### src/verilog/pmt_pkg.sv
// How it works
// - Software reads and writes the count and period registers at any time.
// - Any reset loads the count with zero and the period with all ones.
// - The timer runs while the run bit, control bit 2, is one.
// - Clearing the run bit stops the count.
// - Writing the count or control register clears prescaler and postscaler counters.
// - Any reset clears the prescaler and postscaler counters.
// - Writing the control register leaves the count unchanged.
// - Postscale field, bits 6 to 3, gives one output per N+1 matches.
// - Prescale field, bits 1 to 0: 00 divides by 1, 01 by 4, 1x by 64.
// - The prescaler is fed by the clock divided by four; each output increments the count.
// - On a match the count returns to zero at the next increment and postscaler advances.
// - The postscaler output sets the match flag in the flag register.
package pmt_pkg;

  // ----------------------------------------------------------------
  // Register map
  // ----------------------------------------------------------------
  localparam int          ADDR_W         = 3;
  localparam logic [2:0]  ADDR_COUNT     = 3'h0;
  localparam logic [2:0]  ADDR_PERIOD    = 3'h1;
  localparam logic [2:0]  ADDR_CONTROL   = 3'h2;
  localparam logic [2:0]  ADDR_FLAG      = 3'h3;
  localparam logic [2:0]  ADDR_ENABLE    = 3'h4;
  localparam logic [2:0]  ADDR_CLEAR     = 3'h5;

  // ----------------------------------------------------------------
  // Fields and reset values
  // ----------------------------------------------------------------
  localparam int          MATCH_BIT      = 1;
  localparam int          RUN_BIT        = 2;
  localparam logic [7:0]  COUNT_RST      = 8'h00;
  localparam logic [7:0]  PERIOD_RST     = 8'hff;
  localparam logic [6:0]  CONTROL_RST    = 7'h00;

  // ----------------------------------------------------------------
  // Counts
  // ----------------------------------------------------------------
  localparam logic [1:0]  INST_LAST      = 2'h3;
  localparam logic [5:0]  PRE_LAST_1     = 6'h00;
  localparam logic [5:0]  PRE_LAST_4     = 6'h03;
  localparam logic [5:0]  PRE_LAST_64    = 6'h3f;

  typedef struct packed {
    logic [3:0] post_sel;
    logic       run;
    logic [1:0] pre_sel;
  } pmt_ctrl_t;

  typedef struct packed {
    logic [ADDR_W-1:0] addr;
    logic [7:0]        wdata;
    logic              wr;
    logic              rd;
  } pmt_req_t;

endpackage

### src/verilog/pmt_timer.sv
// The placing of the registers and strobed register access were chosen for this implementation.
`timescale 1ns/100ps
module pmt_timer (
  input  wire             clk,
  input  wire             rst,
  input  wire             ce,
  input  pmt_pkg::pmt_req_t bus_req,
  output logic [7:0]      rd_data,
  output logic            irq
);
  import pmt_pkg::*;

  // ----------------------------------------------------------------
  // State
  // ----------------------------------------------------------------
  logic [7:0]  count_q;
  logic [7:0]  count_d;
  logic [7:0]  period_q;
  logic [7:0]  period_d;
  pmt_ctrl_t   ctrl_q;
  pmt_ctrl_t   ctrl_d;
  logic [1:0]  inst_q;
  logic [5:0]  pre_q;
  logic [5:0]  pre_d;
  logic [3:0]  post_q;
  logic [3:0]  post_d;
  logic        flag_q;
  logic        flag_d;
  logic        en_q;
  logic        en_d;
  logic [7:0]  rd_data_q;
  logic [7:0]  rd_data_d;
  logic        irq_q;

  function automatic logic [5:0] pre_last(input logic [1:0] sel);
    logic [5:0] r;
    r = PRE_LAST_1;
    if (sel[1])
    begin
      r = PRE_LAST_64;
    end
    else if (sel[0])
    begin
      r = PRE_LAST_4;
    end
    return r;
  endfunction

  // ----------------------------------------------------------------
  // Decode
  // ----------------------------------------------------------------
  wire wr_count   = bus_req.wr && bus_req.addr == ADDR_COUNT;
  wire wr_period  = bus_req.wr && bus_req.addr == ADDR_PERIOD;
  wire wr_control = bus_req.wr && bus_req.addr == ADDR_CONTROL;
  wire wr_enable  = bus_req.wr && bus_req.addr == ADDR_ENABLE;
  wire wr_clear   = bus_req.wr && bus_req.addr == ADDR_CLEAR;
  wire scaler_clr = wr_count || wr_control;
  wire inst_tick  = inst_q == INST_LAST;
  wire pre_hit    = pre_q == pre_last(ctrl_q.pre_sel);
  wire step       = ctrl_q.run && inst_tick && !scaler_clr;
  wire inc        = step && pre_hit;
  wire match      = count_q == period_q;
  wire post_out   = inc && match && post_q == ctrl_q.post_sel;
  wire flag_clr   = wr_clear && bus_req.wdata[MATCH_BIT];

  // ----------------------------------------------------------------
  // Next values
  // ----------------------------------------------------------------
  // Prescaler counts instruction ticks while running
  assign pre_d = scaler_clr ? 6'h00 :
                 !step      ? pre_q :
                 pre_hit    ? 6'h00 : pre_q + 6'h01;

  assign count_d = wr_count ? bus_req.wdata :
                   !inc     ? count_q :
                   match    ? COUNT_RST : count_q + 8'h01;

  assign post_d = scaler_clr ? 4'h0 :
                  !(inc && match) ? post_q :
                  post_out ? 4'h0 : post_q + 4'h1;

  assign period_d = wr_period ? bus_req.wdata : period_q;
  assign ctrl_d   = wr_control ? bus_req.wdata[6:0] : ctrl_q;
  assign en_d     = wr_enable ? bus_req.wdata[MATCH_BIT] : en_q;

  // Set wins over a clear in the same cycle
  assign flag_d = post_out || (flag_q && !flag_clr);

  assign rd_data_d = !bus_req.rd ? rd_data_q :
                     bus_req.addr == ADDR_COUNT   ? count_q :
                     bus_req.addr == ADDR_PERIOD  ? period_q :
                     bus_req.addr == ADDR_CONTROL ? {1'b0, ctrl_q} :
                     bus_req.addr == ADDR_FLAG    ? {6'h00, flag_q, 1'b0} :
                     bus_req.addr == ADDR_ENABLE  ? {6'h00, en_q, 1'b0} : 8'h00;

  // ----------------------------------------------------------------
  // Registers
  // ----------------------------------------------------------------
  always_ff @(posedge clk or posedge rst)
  begin
    if (rst)
    begin
      count_q  <= COUNT_RST;
      period_q <= PERIOD_RST;
      ctrl_q   <= CONTROL_RST;
      pre_q    <= 6'h00;
      post_q   <= 4'h0;
      inst_q   <= 2'h0;
    end
    else if (ce)
    begin
      count_q  <= count_d;
      period_q <= period_d;
      ctrl_q   <= ctrl_d;
      pre_q    <= pre_d;
      post_q   <= post_d;
      inst_q   <= inst_q + 2'h1;
    end
  end

  always_ff @(posedge clk or posedge rst)
  begin
    if (rst)
    begin
      flag_q    <= 1'b0;
      en_q      <= 1'b0;
      rd_data_q <= 8'h00;
      irq_q     <= 1'b0;
    end
    else if (ce)
    begin
      flag_q    <= flag_d;
      en_q      <= en_d;
      rd_data_q <= rd_data_d;
      irq_q     <= flag_d && en_d;
    end
  end

  assign rd_data = rd_data_q;
  assign irq     = irq_q;

  // ----------------------------------------------------------------
  // Checks
  // ----------------------------------------------------------------
  reset_values_a: assert property (
    @(posedge clk)
    rst |=> count_q == 8'h00 && period_q == 8'hff
  ) else $error("count or period wrong during reset");

  reset_scalers_a: assert property (
    @(posedge clk)
    rst |=> pre_q == 6'h00 && post_q == 4'h0
  ) else $error("scalers not cleared during reset");

  read_period_a: assert property (
    @(posedge clk) disable iff (rst)
    ce && bus_req.rd && bus_req.addr == ADDR_PERIOD
    |=> rd_data == $past(period_q)
  ) else $error("period read back wrong");

  write_count_a: assert property (
    @(posedge clk) disable iff (rst)
    ce && wr_count |=> count_q == $past(bus_req.wdata)
  ) else $error("count write not taken");

  run_step_a: assert property (
    @(posedge clk) disable iff (rst)
    ce && ctrl_q.run && inst_tick && pre_hit && !scaler_clr && !match
    |=> count_q == $past(count_q) + 8'h01
  ) else $error("running timer did not increment");

  stopped_hold_a: assert property (
    @(posedge clk) disable iff (rst)
    ce && !ctrl_q.run && !wr_count |=> $stable(count_q) && $stable(pre_q)
  ) else $error("stopped timer moved");

  scaler_clear_a: assert property (
    @(posedge clk) disable iff (rst)
    ce && (wr_count || wr_control) |=> pre_q == 6'h00 && post_q == 4'h0
  ) else $error("scalers not cleared by write");

  control_keep_a: assert property (
    @(posedge clk) disable iff (rst)
    ce && wr_control |=> count_q == $past(count_q)
  ) else $error("control write changed count");

  post_ratio_a: assert property (
    @(posedge clk) disable iff (rst)
    ce && inc && match && post_q != ctrl_q.post_sel
    |=> post_q == $past(post_q) + 4'h1 && !flag_q || $past(flag_q)
  ) else $error("postscaler fired early");

  // Prescaler end points decoded apart from pre_last
  wire [5:0] chk_pre_last = ctrl_q.pre_sel[1] ? 6'h3f : (ctrl_q.pre_sel[0] ? 6'h03 : 6'h00);

  pre_ratio_a: assert property (
    @(posedge clk) disable iff (rst)
    ce && step && pre_q == chk_pre_last
    |=> pre_q == 6'h00 && (count_q == $past(count_q) + 8'h01 || count_q == 8'h00)
  ) else $error("prescaler did not wrap at its ratio");

  pre_count_a: assert property (
    @(posedge clk) disable iff (rst)
    ce && step && pre_q != chk_pre_last
    |=> pre_q == $past(pre_q) + 6'h01 && $stable(count_q)
  ) else $error("prescaler stepped wrongly");

  pre_bound_a: assert property (
    @(posedge clk) disable iff (rst)
    pre_q <= chk_pre_last
  ) else $error("prescaler beyond its ratio");

  bit_seven_a: assert property (
    @(posedge clk) disable iff (rst)
    ce && bus_req.rd && bus_req.addr == ADDR_CONTROL |=> !rd_data[7]
  ) else $error("control bit 7 not zero");

  flag_set_a: assert property (
    @(posedge clk) disable iff (rst)
    ce && post_out |=> flag_q
  ) else $error("flag not set by postscaler");

  irq_level_a: assert property (
    @(posedge clk) disable iff (rst)
    ce |=> irq == (flag_q && en_q)
  ) else $error("interrupt level mismatch");

  inst_rate_a: assert property (
    @(posedge clk) disable iff (rst)
    ce && inc |-> inst_q == 2'h3 ##1 !inc
  ) else $error("increment off instruction tick");

  wrap_zero_a: assert property (
    @(posedge clk) disable iff (rst)
    ce && inc && match && !wr_count |=> count_q == 8'h00
  ) else $error("count did not wrap on match");

  post_bound_a: assert property (
    @(posedge clk) disable iff (rst)
    post_q <= ctrl_q.post_sel
  ) else $error("postscaler beyond its ratio");

  post_fire_a: assert property (
    @(posedge clk) disable iff (rst)
    ce && inc && match && post_q == ctrl_q.post_sel
    |=> post_q == 4'h0 && flag_q
  ) else $error("postscaler did not fire at its ratio");

  post_step_a: assert property (
    @(posedge clk) disable iff (rst)
    ce && inc && !match |=> $stable(post_q)
  ) else $error("postscaler moved without a match");

  count_hold_a: assert property (
    @(posedge clk) disable iff (rst)
    ce && !inst_tick && !wr_count |=> $stable(count_q)
  ) else $error("count moved off instruction tick");

  write_period_a: assert property (
    @(posedge clk) disable iff (rst)
    ce && wr_period |=> period_q == $past(bus_req.wdata)
  ) else $error("period write not taken");

  read_count_a: assert property (
    @(posedge clk) disable iff (rst)
    ce && bus_req.rd && bus_req.addr == ADDR_COUNT
    |=> rd_data == $past(count_q)
  ) else $error("count read back wrong");

  read_control_a: assert property (
    @(posedge clk) disable iff (rst)
    ce && bus_req.rd && bus_req.addr == ADDR_CONTROL
    |=> rd_data == {1'b0, $past(ctrl_q)}
  ) else $error("control read back wrong");

  write_control_a: assert property (
    @(posedge clk) disable iff (rst)
    ce && wr_control |=> ctrl_q == $past(bus_req.wdata[6:0])
  ) else $error("control write not taken");

  read_flag_a: assert property (
    @(posedge clk) disable iff (rst)
    ce && bus_req.rd && bus_req.addr == ADDR_FLAG
    |=> rd_data == {6'h00, $past(flag_q), 1'b0}
  ) else $error("flag read back wrong");

  flag_clear_a: assert property (
    @(posedge clk) disable iff (rst)
    ce && flag_clr && !post_out |=> !flag_q
  ) else $error("flag not cleared by write");

  flag_hold_a: assert property (
    @(posedge clk) disable iff (rst)
    ce && flag_q && !flag_clr |=> flag_q
  ) else $error("flag dropped without a clear");

  write_enable_a: assert property (
    @(posedge clk) disable iff (rst)
    ce && wr_enable |=> en_q == $past(bus_req.wdata[MATCH_BIT])
  ) else $error("enable write not taken");

endmodule

### config.mk
export PLATFORM = sky130hd
export DESIGN_NAME = pmt_timer
export DESIGN_NICKNAME = d
export VERILOG_FILES = /design/src/verilog/pmt_pkg.sv /design/src/verilog/pmt_timer.sv
export SDC_FILE = /design/constraint.sdc
export NUM_CORES = 1
export LEC_CHECK = 0
export ABC_AREA = 0
export ABC_CLOCK_PERIOD_IN_PS = 4700
export BUFFER_PORTS_ARGS = -buffer_cell sky130_fd_sc_hd__clkbuf_2
export CAP_MARGIN = 20
export CORE_MARGIN = 1.5
export CORE_UTILIZATION = 40
export DETAILED_ROUTE_END_ITERATION = 8
export PLACE_DENSITY = 0.68
export SETUP_SLACK_MARGIN = 0.2
export SLEW_MARGIN = 20
export SYNTH_ARGS = -nofsm -noshare
export SYNTH_HDL_FRONTEND = slang
export SYNTH_SLANG_ARGS = --single-unit
### constraint.sdc
create_clock -name clk -period 4.7 [get_ports clk]
set_input_delay 0.705 -clock clk [delete_from_list [all_inputs] [get_ports clk]]
set_output_delay 0.705 -clock clk [all_outputs]
set_load 0.03 [all_outputs]
==> flow_metrics.tcl, run 1 <==
set metrics [dict create \
    p_sw_share_pct 35.4 \
    p_seq_share_pct 50.2 \
    async_flop_share_pct 100 \
    synth_area_leaders "dfrtp_1 (36%), mux2_2 (8.1%), dfstp_2 (8.0%), xnor2_1 (4.0%), o21ai_0 (3.6%)" \
    rows 29 \
    insertion_delay_ps 300 \
    p_int_uw 769 \
    n_antenna_cell 0 \
    viasPerCell 5.85 \
    power_density_nw_per_um2 408 \
    final_cell_mix "dfrtp_1 (38), nand2_1 (25), clkbuf_2 (24)" \
    die_area_um2 7080 \
    synthDistinctLibCells 52 \
    stdcell_count 352 \
    reg2reg_depth 5 \
    ys_warn_count 0 \
    routed-wl-met3_um 288 \
    post_drt_wl_per_cell_um 17.4 \
    grtUsageTotal_pct 18.0 \
    fin_util_pct 45.9 \
    worstSetupEndpointType "flip-flop" \
    final_common_cell "dfrtp_1" \
    htreeDepth 2 \
    hold_viol_final 0 \
    r2r-end "count_q[4]" \
    synth_area_um2 2630 \
    period_share_pct 50.2 \
    synth-seq-area-share_pct 44.1 \
    met1Wirelength_mm 3.00 \
    io_pins 25 \
    maxCapViolCount 0 \
    cts_inserted_buffers 5 \
    p_switching_uw 422 \
    power_uw 1190 \
    critPathLaunch "period_q[7]" \
    cts_sinks 46 \
    synthCells 253 \
    fin_nets 294 \
    outcome "complete, no violations" \
    cts_post_setup_buffers_inserted 0 \
    fmax_mhz 424 \
    cts_resized 0 \
    dp_cells 343 \
    cp.arrival_ps 2560 \
    io_buffers 24 \
    totalWireLength_mm 6.13 \
    critical_path_class "reg2reg" \
    final_area_um2 2910 \
    top_layer_used "met4" \
    cts_hold_buf 0 \
    drc_errors 0 \
    final_max_slew_viol_count 0 \
    syn-num-nets 273 \
    fp.dieW_um 84.1 \
    tightest_slew_ps 917 \
    rsz0062_at_grt "false" \
    holdCritPathClass "in2async" \
    die_h_um 84.1 \
    grt_pass1_vias 1974 \
    critPathLaunchType "flip-flop" \
    grt_first_pass_wirelength_mm 10.1 \
    root_buffer "clkbuf_8" \
    synth_edf_count 0 \
    synth_top_cell_by_area "dfrtp_1" \
    n_fill_cell 592 \
    grt_start_max_net_pins 47 \
    syn_area_per_cell_um2 10.4 \
    ys.flop_type "dfrtp_1" \
    vdd_drop_max_uv 218 \
    vias 2058 \
    drt_iter0_drc 124 \
    core_um2 6350 \
    critical_path.max_fanout 14 \
    dp_hpwl_mm 4.45 \
    ant_nets 0 \
    setup_violations 0 \
    relSlewSlack_pct 38.5 \
    path_clk_slew_ps 90 \
    antenna_found_initial 0 \
    rr_startpoint "period_q[7]" \
    wl_met2_mm 2.76 \
    yosysTopAreaCellShare_pct 36.1 \
    place_congestion 0.835 \
    final.setup.tns_ps 0 \
    ctsLongestPathBuffers 2 \
    post_dp_cell_area_um2 2800 \
    gr-total-overflow 0 \
    cts_tree "yes" \
    period_needed_ps 2360 \
    skew_ps 5.46 \
    power_frac_clock_pct 21.7 \
    start_util_pct 41.5 \
    final_layout_size_suffix_gt1_share_pct 26.5 \
    drt_pass1_iterations 4 \
    power.leakage_uw 0.00127 \
    worstPathRequired_ps 4900 \
    syn_to_final_growth_pct 10.6 \
    timing.reg2reg.setup_slack_ps 2340 \
    comb_power_share_pct 28.1 \
    ys_ff_latch 46 \
]
==> state kept, by name, indices dropped and copies added (netlist names) <==
| signal | flops |
|---|---|
| irq | 1 |
| period_q | 8 |
| pre_q | 6 |
| post_q | 4 |
| flag_q | 1 |
| en_q | 1 |
| ctrl_q | 7 |
| inst_q | 2 |
| count_q | 8 |
| rd_data | 8 |
==> stage by stage <==
step                worst slack, ps  hold slack (ps)
finish                         2340              336
global route                   2170              354
CTS                            2370              491
detailed placement             2140              470
global placement               2220              465
floorplan                      2490              448
==> synthesized netlist by cell type (all sizes together), types with 2 or more instances <==
master	instances
dfrtp	38
nand2	25
o21ai	21
mux2	20
a22o	13
xnor2	12
and3	9
mux2i	9
nand3	9
dfstp	8
clkbuf	7
inv	7
nand4	7
o211ai	7
nand2b	5
nor2	5
o31ai	5
a21oi	4
buf	4
ha	4
nor3	4
and2	3
nor2b	3
a22oi	2
o21bai	2
o22ai	2
o2bb2ai	2
==> power groups by stage <==
stage                     Combinational [uW]  Sequential (uW)  Clock (uW)
after CTS                                335              596         264
after floorplan                          248              586           0
after detailed placement                 334              602           0
after global routing                     371              612         283
final                                    335              597         258
after global placement                   323              598           0
==> cells by family (layout without fill, tap and decap cells) <==
group	after synthesis	in the layout	synth area share, %
simple gates	78	78	16.2
compound gates	65	65	18.4
flops	46	46	44.1
mux	29	29	12.1
buf+inv	18	40	2.95
xor+xnor	13	13	4.32
fa+ha+maj	4	4	1.90
==> worst max-delay path by stage <==
stage	endpoint	slack, ps	cells past startpoint
after floorplan	count_q[1]	2490	7
after global placement	count_q[1]	2220	6
after detailed placement	count_q[1]	2140	6
after CTS	count_q[4]	2370	5
after global routing	count_q[1]	2170	5
final	count_q[4]	2340	5
==> area by class of cell <==
cell class,count,area [um2],area share (%)
Multi-Input combinational cell,189,1400,47.9
Sequential cell,46,1160,39.8
Timing Repair Buffer,25,140,4.81
Tap cell,77,96.3,3.31
Clock buffer,6,82.6,2.83
Inverter,7,26.3,0.902
Clock inverter,2,12.5,0.429
==> routing by layer <==
layer / track usage (%) / vias up
li1: - / 978
met4: 5.66 / 0
met2: 27.9 / 56
met5: 0 / -
met3: 3.34 / 8
met1: 25.8 / 1016
==> worst max-delay path, cell delays in order (launching register included) <==
cell	delay, ps
dfstp_2	570
xnor2_1	160
nand4_1	230
o21ai_1	780
o21ai_0	220
a22o_2	300
No activity file was read; power rests on OpenSTA's default activity.
==> inputs of run 2 (changes only) <==
--- a/config.mk
+++ b/config.mk
@@ -6,13 +6,13 @@
 export NUM_CORES = 1
 export LEC_CHECK = 0
 export ABC_AREA = 0
-export ABC_CLOCK_PERIOD_IN_PS = 4700
+export ABC_CLOCK_PERIOD_IN_PS = 1950
 export BUFFER_PORTS_ARGS = -buffer_cell sky130_fd_sc_hd__clkbuf_2
 export CAP_MARGIN = 20
 export CORE_MARGIN = 1.5
 export CORE_UTILIZATION = 40
 export DETAILED_ROUTE_END_ITERATION = 8
-export PLACE_DENSITY = 0.68
+export PLACE_DENSITY = 0.7
 export SETUP_SLACK_MARGIN = 0.2
 export SLEW_MARGIN = 20
 export SYNTH_ARGS = -nofsm -noshare
==> constraint.sdc (replaced) <==
create_clock -name clk -period 1.95 [get_ports clk]
set_input_delay 0.2925 -clock clk [delete_from_list [all_inputs] [get_ports clk]]
set_output_delay 0.2925 -clock clk [all_outputs]
set_load 0.03 [all_outputs]
==> run 2 against run 1 <==
The flow now finishes with violations (negative hold slack). Sequential cell count did not move. Sequential power rose by 130%. Critical path depth rose by 2. Maximum frequency rose by 30%. Clock skew rose by 1.8 ps. Routed wire length rose by 5.6%. Utilization rose by 6.3 points. Non-clock buffer count rose by 35. Largest power group unchanged.
==> flow_metrics.tcl, run 2 (synthesis gave the netlist of run 1 again) <==
set metrics [dict create \
    pre_cts_ws_ps -19.4 \
    final_layout_size_suffix_gt1_share_pct 39.0 \
    crit_slowest_cell "dfstp_2" \
    crit_chain "xnor2_1 -> nand4_1 -> buf_4 -> o21ai_4 -> buf_12 -> or4b_1 -> o211ai_1" \
    syn_to_final_growth_pct 25.8 \
    cts_tree "yes" \
    post_drt_wl_per_cell_um 16.7 \
    rows 29 \
    holdWs_ps -13.0 \
    drt_pass1_iterations 5 \
    die_area_um2 7080 \
    n_antenna_cell 0 \
    drc_errors 0 \
    dp_hpwl_mm 4.81 \
    n_fill_cell 546 \
    root_buffer "clkbuf_8" \
    relSlewSlack_pct 68.0 \
    vias 2186 \
    final_max_slew_viol_count 0 \
    gr-total-overflow 0 \
    maxCapViolCount 0 \
    dp_cells 368 \
    final.setup.tns_ps 0 \
    outcome "finished, violations left" \
    max_stage_delay_ps 560 \
    die_h_um 84.1 \
    setup_violations 0 \
    final_cell_mix "dfrtp_1 (38), buf_4 (33), nand2_1 (24), clkbuf_2 (24), o21ai_0 (19)" \
    insertion_delay_ps 300 \
    core_um2 6350 \
    grt_pass1_vias 2201 \
    fp.dieW_um 84.1 \
    worstPathRequired_ps 2170 \
    fmax_mhz 552 \
    cp.arrival_ps 2030 \
    grtUsageTotal_pct 19.1 \
    power.leakage_uw 0.00149 \
    vdd_drop_max_uv 729 \
    critPathBufInv 2 \
    ant_nets 0 \
    critPathLaunchType "flip-flop" \
    skew_ps 7.27 \
    setup_slack_ps 137 \
    violations "negative hold slack" \
    grt_first_pass_wirelength_mm 10.7 \
    critical_path_class "reg2reg" \
    ctsLongestPathBuffers 2 \
    period_share_pct 93.0 \
    cts_sinks 46 \
    cp_top_family "simple AND/OR/NAND/NOR gates" \
    totalWireLength_mm 6.47 \
    io_pins 25 \
    antenna_found_initial 0 \
    grt_start_max_net_pins 24 \
    fin_nets 329 \
    start_util_pct 41.5 \
    worstSetupEndpointType "flip-flop" \
    viasPerCell 5.65 \
    critical_path.max_fanout 14 \
    rsz0062_at_grt "true" \
    final_common_cell "dfrtp_1" \
    drt_iter0_drc 139 \
    place_congestion 0.915 \
    io_buffers 24 \
    htreeDepth 2 \
    power_uw 3410 \
    power_density_nw_per_um2 1030 \
    period_needed_ps 1810 \
    cts_inserted_buffers 5 \
    stdcell_count 387 \
    holdCritPathClass "in2async" \
    hold_viol_final 14 \
    tightest_slew_ps 480 \
    path_clk_slew_ps 90 \
]
==> run 2: power breakdown <==
part           switching (uW)  leakage (uW)  internal, uW
registers                 183      0.000577          1190
clock network             332     0.0000714           547
logic                     572      0.000842           586
==> run 2: what timing repair did <==
| item | in CTS | in global routing |
|---|---|---|
| pin swaps | 11 | 5 |
| hold buffers | 0 | 0 |
| gates resized for setup | 8 | 7 |
| setup endpoints to repair | 12 | 18 |
| setup buffers | 8 | 3 |
==> run 2: worst reg2reg max path, delay by kind of cell, from the launching register on <==
| kind | cells | cell delay (ps) |
|---|---|---|
| buffers and inverters | 2 | 300 |
| AO/OA/AOI/OAI | 2 | 150 |
| flip-flops | 1 | 560 |
| XOR/XNOR | 1 | 70 |
| AND/OR/NAND/NOR | 2 | 650 |
==> run 2: cell type report <==
type	count	area (um2)	area share (%)
multi-input combinational	189	1480	44.6
sequential	46	1160	35.0
timing repair buffer	60	410	12.4
tap	77	96.3	2.91
clock buffer	6	82.6	2.49
clock inverter	2	60.1	1.81
inverter	7	26.3	0.793
==> run 2: through the flow <==
| step | cell area, um2 | util [%] | hold WS, ps |
|---|---|---|---|
| global route | 3310 | 52.2 | 27.5 |
| floorplan | 2650 | - | 444 |
| detailed placement | 3000 | 47.3 | 329 |
| finish | 3310 | 52.2 | -13.0 |
| CTS | 3260 | 51.3 | 4.36 |
| global placement | 3000 | 47.3 | 325 |
==> run 2: routing by layer <==
layer	up-vias	global-route usage (%)	part of all wire, %
met3	10	3.34	4.4
met5	-	0	0
met4	0	4.32	1.2
met1	1079	25.7	47
met2	45	32.4	48
li1	1052	-	-
==> run 2: worst paths after layout <==
| kind | depth (start not counted) | slack, ps | from | end |
|---|---|---|---|---|
| hold reg to reg | 2 | 490 | rd_data[7] | rd_data[7] |
| max in group asynchronous | 3 | 1330 | rst | period_q[1] |
| setup reg to reg | 7 | 140 | period_q[4] | count_q[0] |
| setup / recovery | 7 | 140 | period_q[4] | count_q[0] |
| min in group clk | 2 | 250 | bus_req[9] | period_q[7] |
| hold / removal | 2 | -10 | rst | ctrl_q[1] |
==> inputs of run 3 (changes only) <==
--- a/config.mk
+++ b/config.mk
@@ -12,7 +12,6 @@
 export CORE_MARGIN = 1.5
 export CORE_UTILIZATION = 40
 export DETAILED_ROUTE_END_ITERATION = 8
-export PLACE_DENSITY = 0.7
 export SETUP_SLACK_MARGIN = 0.2
 export SLEW_MARGIN = 20
 export SYNTH_ARGS = -nofsm -noshare
==> run 3 against run 2 <==
Clock power shrank 30%. Power decreased by 6.5%. First-iteration DRC count down 7.9%. Die area unchanged. The run now ends clean. Critical path type unchanged. Combinational power about the same. Largest cell class unchanged.
==> flow_metrics.tcl, run 3 (synthesis gave the netlist of run 1 again) <==
set metrics [dict create \
    outcome "complete, no violations" \
    final_cell_mix "dfrtp_1 (37), buf_4 (33), nand2_1 (24), clkbuf_2 (24), mux2_2 (18)" \
    vdd_drop_max_uv 482 \
    worstSetupEndpointType "flip-flop" \
    rows 29 \
    holdWs_ps 109 \
    power.leakage_uw 0.00148 \
    relSlewSlack_pct 59.5 \
    insertion_delay_ps 300 \
    comb_power_share_pct 37.0 \
    totalWireLength_mm 6.70 \
    syn_to_final_growth_pct 25.6 \
    period_needed_ps 1860 \
    grt_first_pass_wirelength_mm 11.1 \
    start_util_pct 41.5 \
    power_frac_clock_pct 19.3 \
    tightest_slew_ps 608 \
    critPathLaunch "pre_q[3]" \
    root_buffer "clkbuf_8" \
    n_antenna_cell 0 \
    period_share_pct 95.4 \
    skew_ps 9.52 \
    place_congestion 0.882 \
    dp_hpwl_mm 4.80 \
    power_uw 3190 \
    final_layout_size_suffix_gt1_share_pct 39.9 \
    cts_tree "yes" \
    power_density_nw_per_um2 963 \
    grt_start_max_net_pins 47 \
    fmax_mhz 537 \
    drt_iter0_drc 128 \
    path_clk_slew_ps 90 \
    die_area_um2 7080 \
    drt_pass1_iterations 4 \
    worstPathRequired_ps 2170 \
    final_max_slew_viol_count 0 \
    viasPerCell 5.66 \
    fp.dieW_um 84.1 \
    htreeDepth 2 \
    grtUsageTotal_pct 19.9 \
    antenna_found_initial 0 \
    vias 2196 \
    maxCapViolCount 0 \
    p_int_uw 2070 \
    die_h_um 84.1 \
    cts_inserted_buffers 5 \
    io_buffers 24 \
    p_sw_share_pct 35.0 \
    core_um2 6350 \
    gr-total-overflow 0 \
    cp.arrival_ps 2080 \
    post_drt_wl_per_cell_um 17.3 \
    rr_startpoint "pre_q[3]" \
    io_pins 25 \
    critPathLaunchType "flip-flop" \
    setup_violations 0 \
    cts_sinks 46 \
    final_common_cell "dfrtp_1" \
    p_seq_share_pct 43.7 \
    grt_pass1_vias 2248 \
    ant_nets 0 \
    fin_nets 330 \
    critical_path.max_fanout 3 \
    critical_path_class "reg2reg" \
    drc_errors 0 \
    ctsLongestPathBuffers 2 \
    p_switching_uw 1120 \
    hold_viol_final 0 \
    rsz0062_at_grt "true" \
    holdCritPathClass "in2async" \
]
==> run 3: cell count changes in the layout (fill, tap and decap cells not counted), sizes merged <==
| cell | change |
|---|---|
| bufinv | -2 |
| clkbuf | +1 |
| buf | +1 |
| clkinv | +1 |
==> run 3: layer usage <==
layer  routed length (um)  part of all wire (%)  global-route usage, %  vias to the layer above
met2                 3230                    48                   33.2                       51
met4                   99                   1.5                   5.37                        0
li1                     -                     -                      -                     1055
met1                 3110                    46                   26.6                     1081
met3                  251                   3.7                   3.83                        9
met5                    0                     0                      0                        -
==> run 3: area by class of cell <==
cell class                 count  area [um2]
fill                         561        3040
timing repair buffer          61         422
clock inverter                 1        5.00
multi-input combinational    189        1510
tap                           77        96.3
sequential                    46        1160
inverter                       7        26.3
clock buffer                   7        86.3
==> run 3: critical path, stage by stage, from the launching register on <==
cell and delay, ps:
dfrtp_1 440, nor4_4 350, a21oi_4 130, nor3_4 270, or4b_1 470, o211ai_1 100
==> run 3: power by group through the flow <==
stage	sequential (uW)	clock, uW	combinational [uW]
floorplan	1420	0	606
global placement	1380	0	986
detailed placement	1390	0	1000
CTS	1380	633	1090
global route	1420	670	1280
finish	1390	614	1180
==> run 3: timing repair <==
| item | in CTS | in global routing |
|---|---|---|
| resized for setup | 12 | 11 |
| hold buffers | 0 | 0 |
| buffers inserted | 6 | 4 |
| setup endpoints to repair | 12 | 19 |
| pin swaps | 9 | 7 |
==> run 3: final timing paths <==
kind	slack, ps	cells past startpoint	endpoint
max	90	5	count_q[0]
min	110	3	ctrl_q[1]
max reg2reg	90	5	count_q[0]
min reg2reg	480	1	inst_q[0]
max in group asynchronous	1400	3	pre_q[2]
min in group clk	260	2	period_q[7]
==> run 3: per-stage QoR <==
stage	setup TNS, ps	instances	util [%]	setup slack (ps)	area (um2)
4_1_cts	0	384	50.8	113	3220
3_3_place_gp	0	370	47.5	37.1	3020
6_report	0	388	52.1	89.4	3310
3_5_place_dp	-12.8	370	47.5	-12.2	3020
2_1_floorplan	0	253	-	66.9	2650
5_1_grt	0	388	52.1	35.1	3310
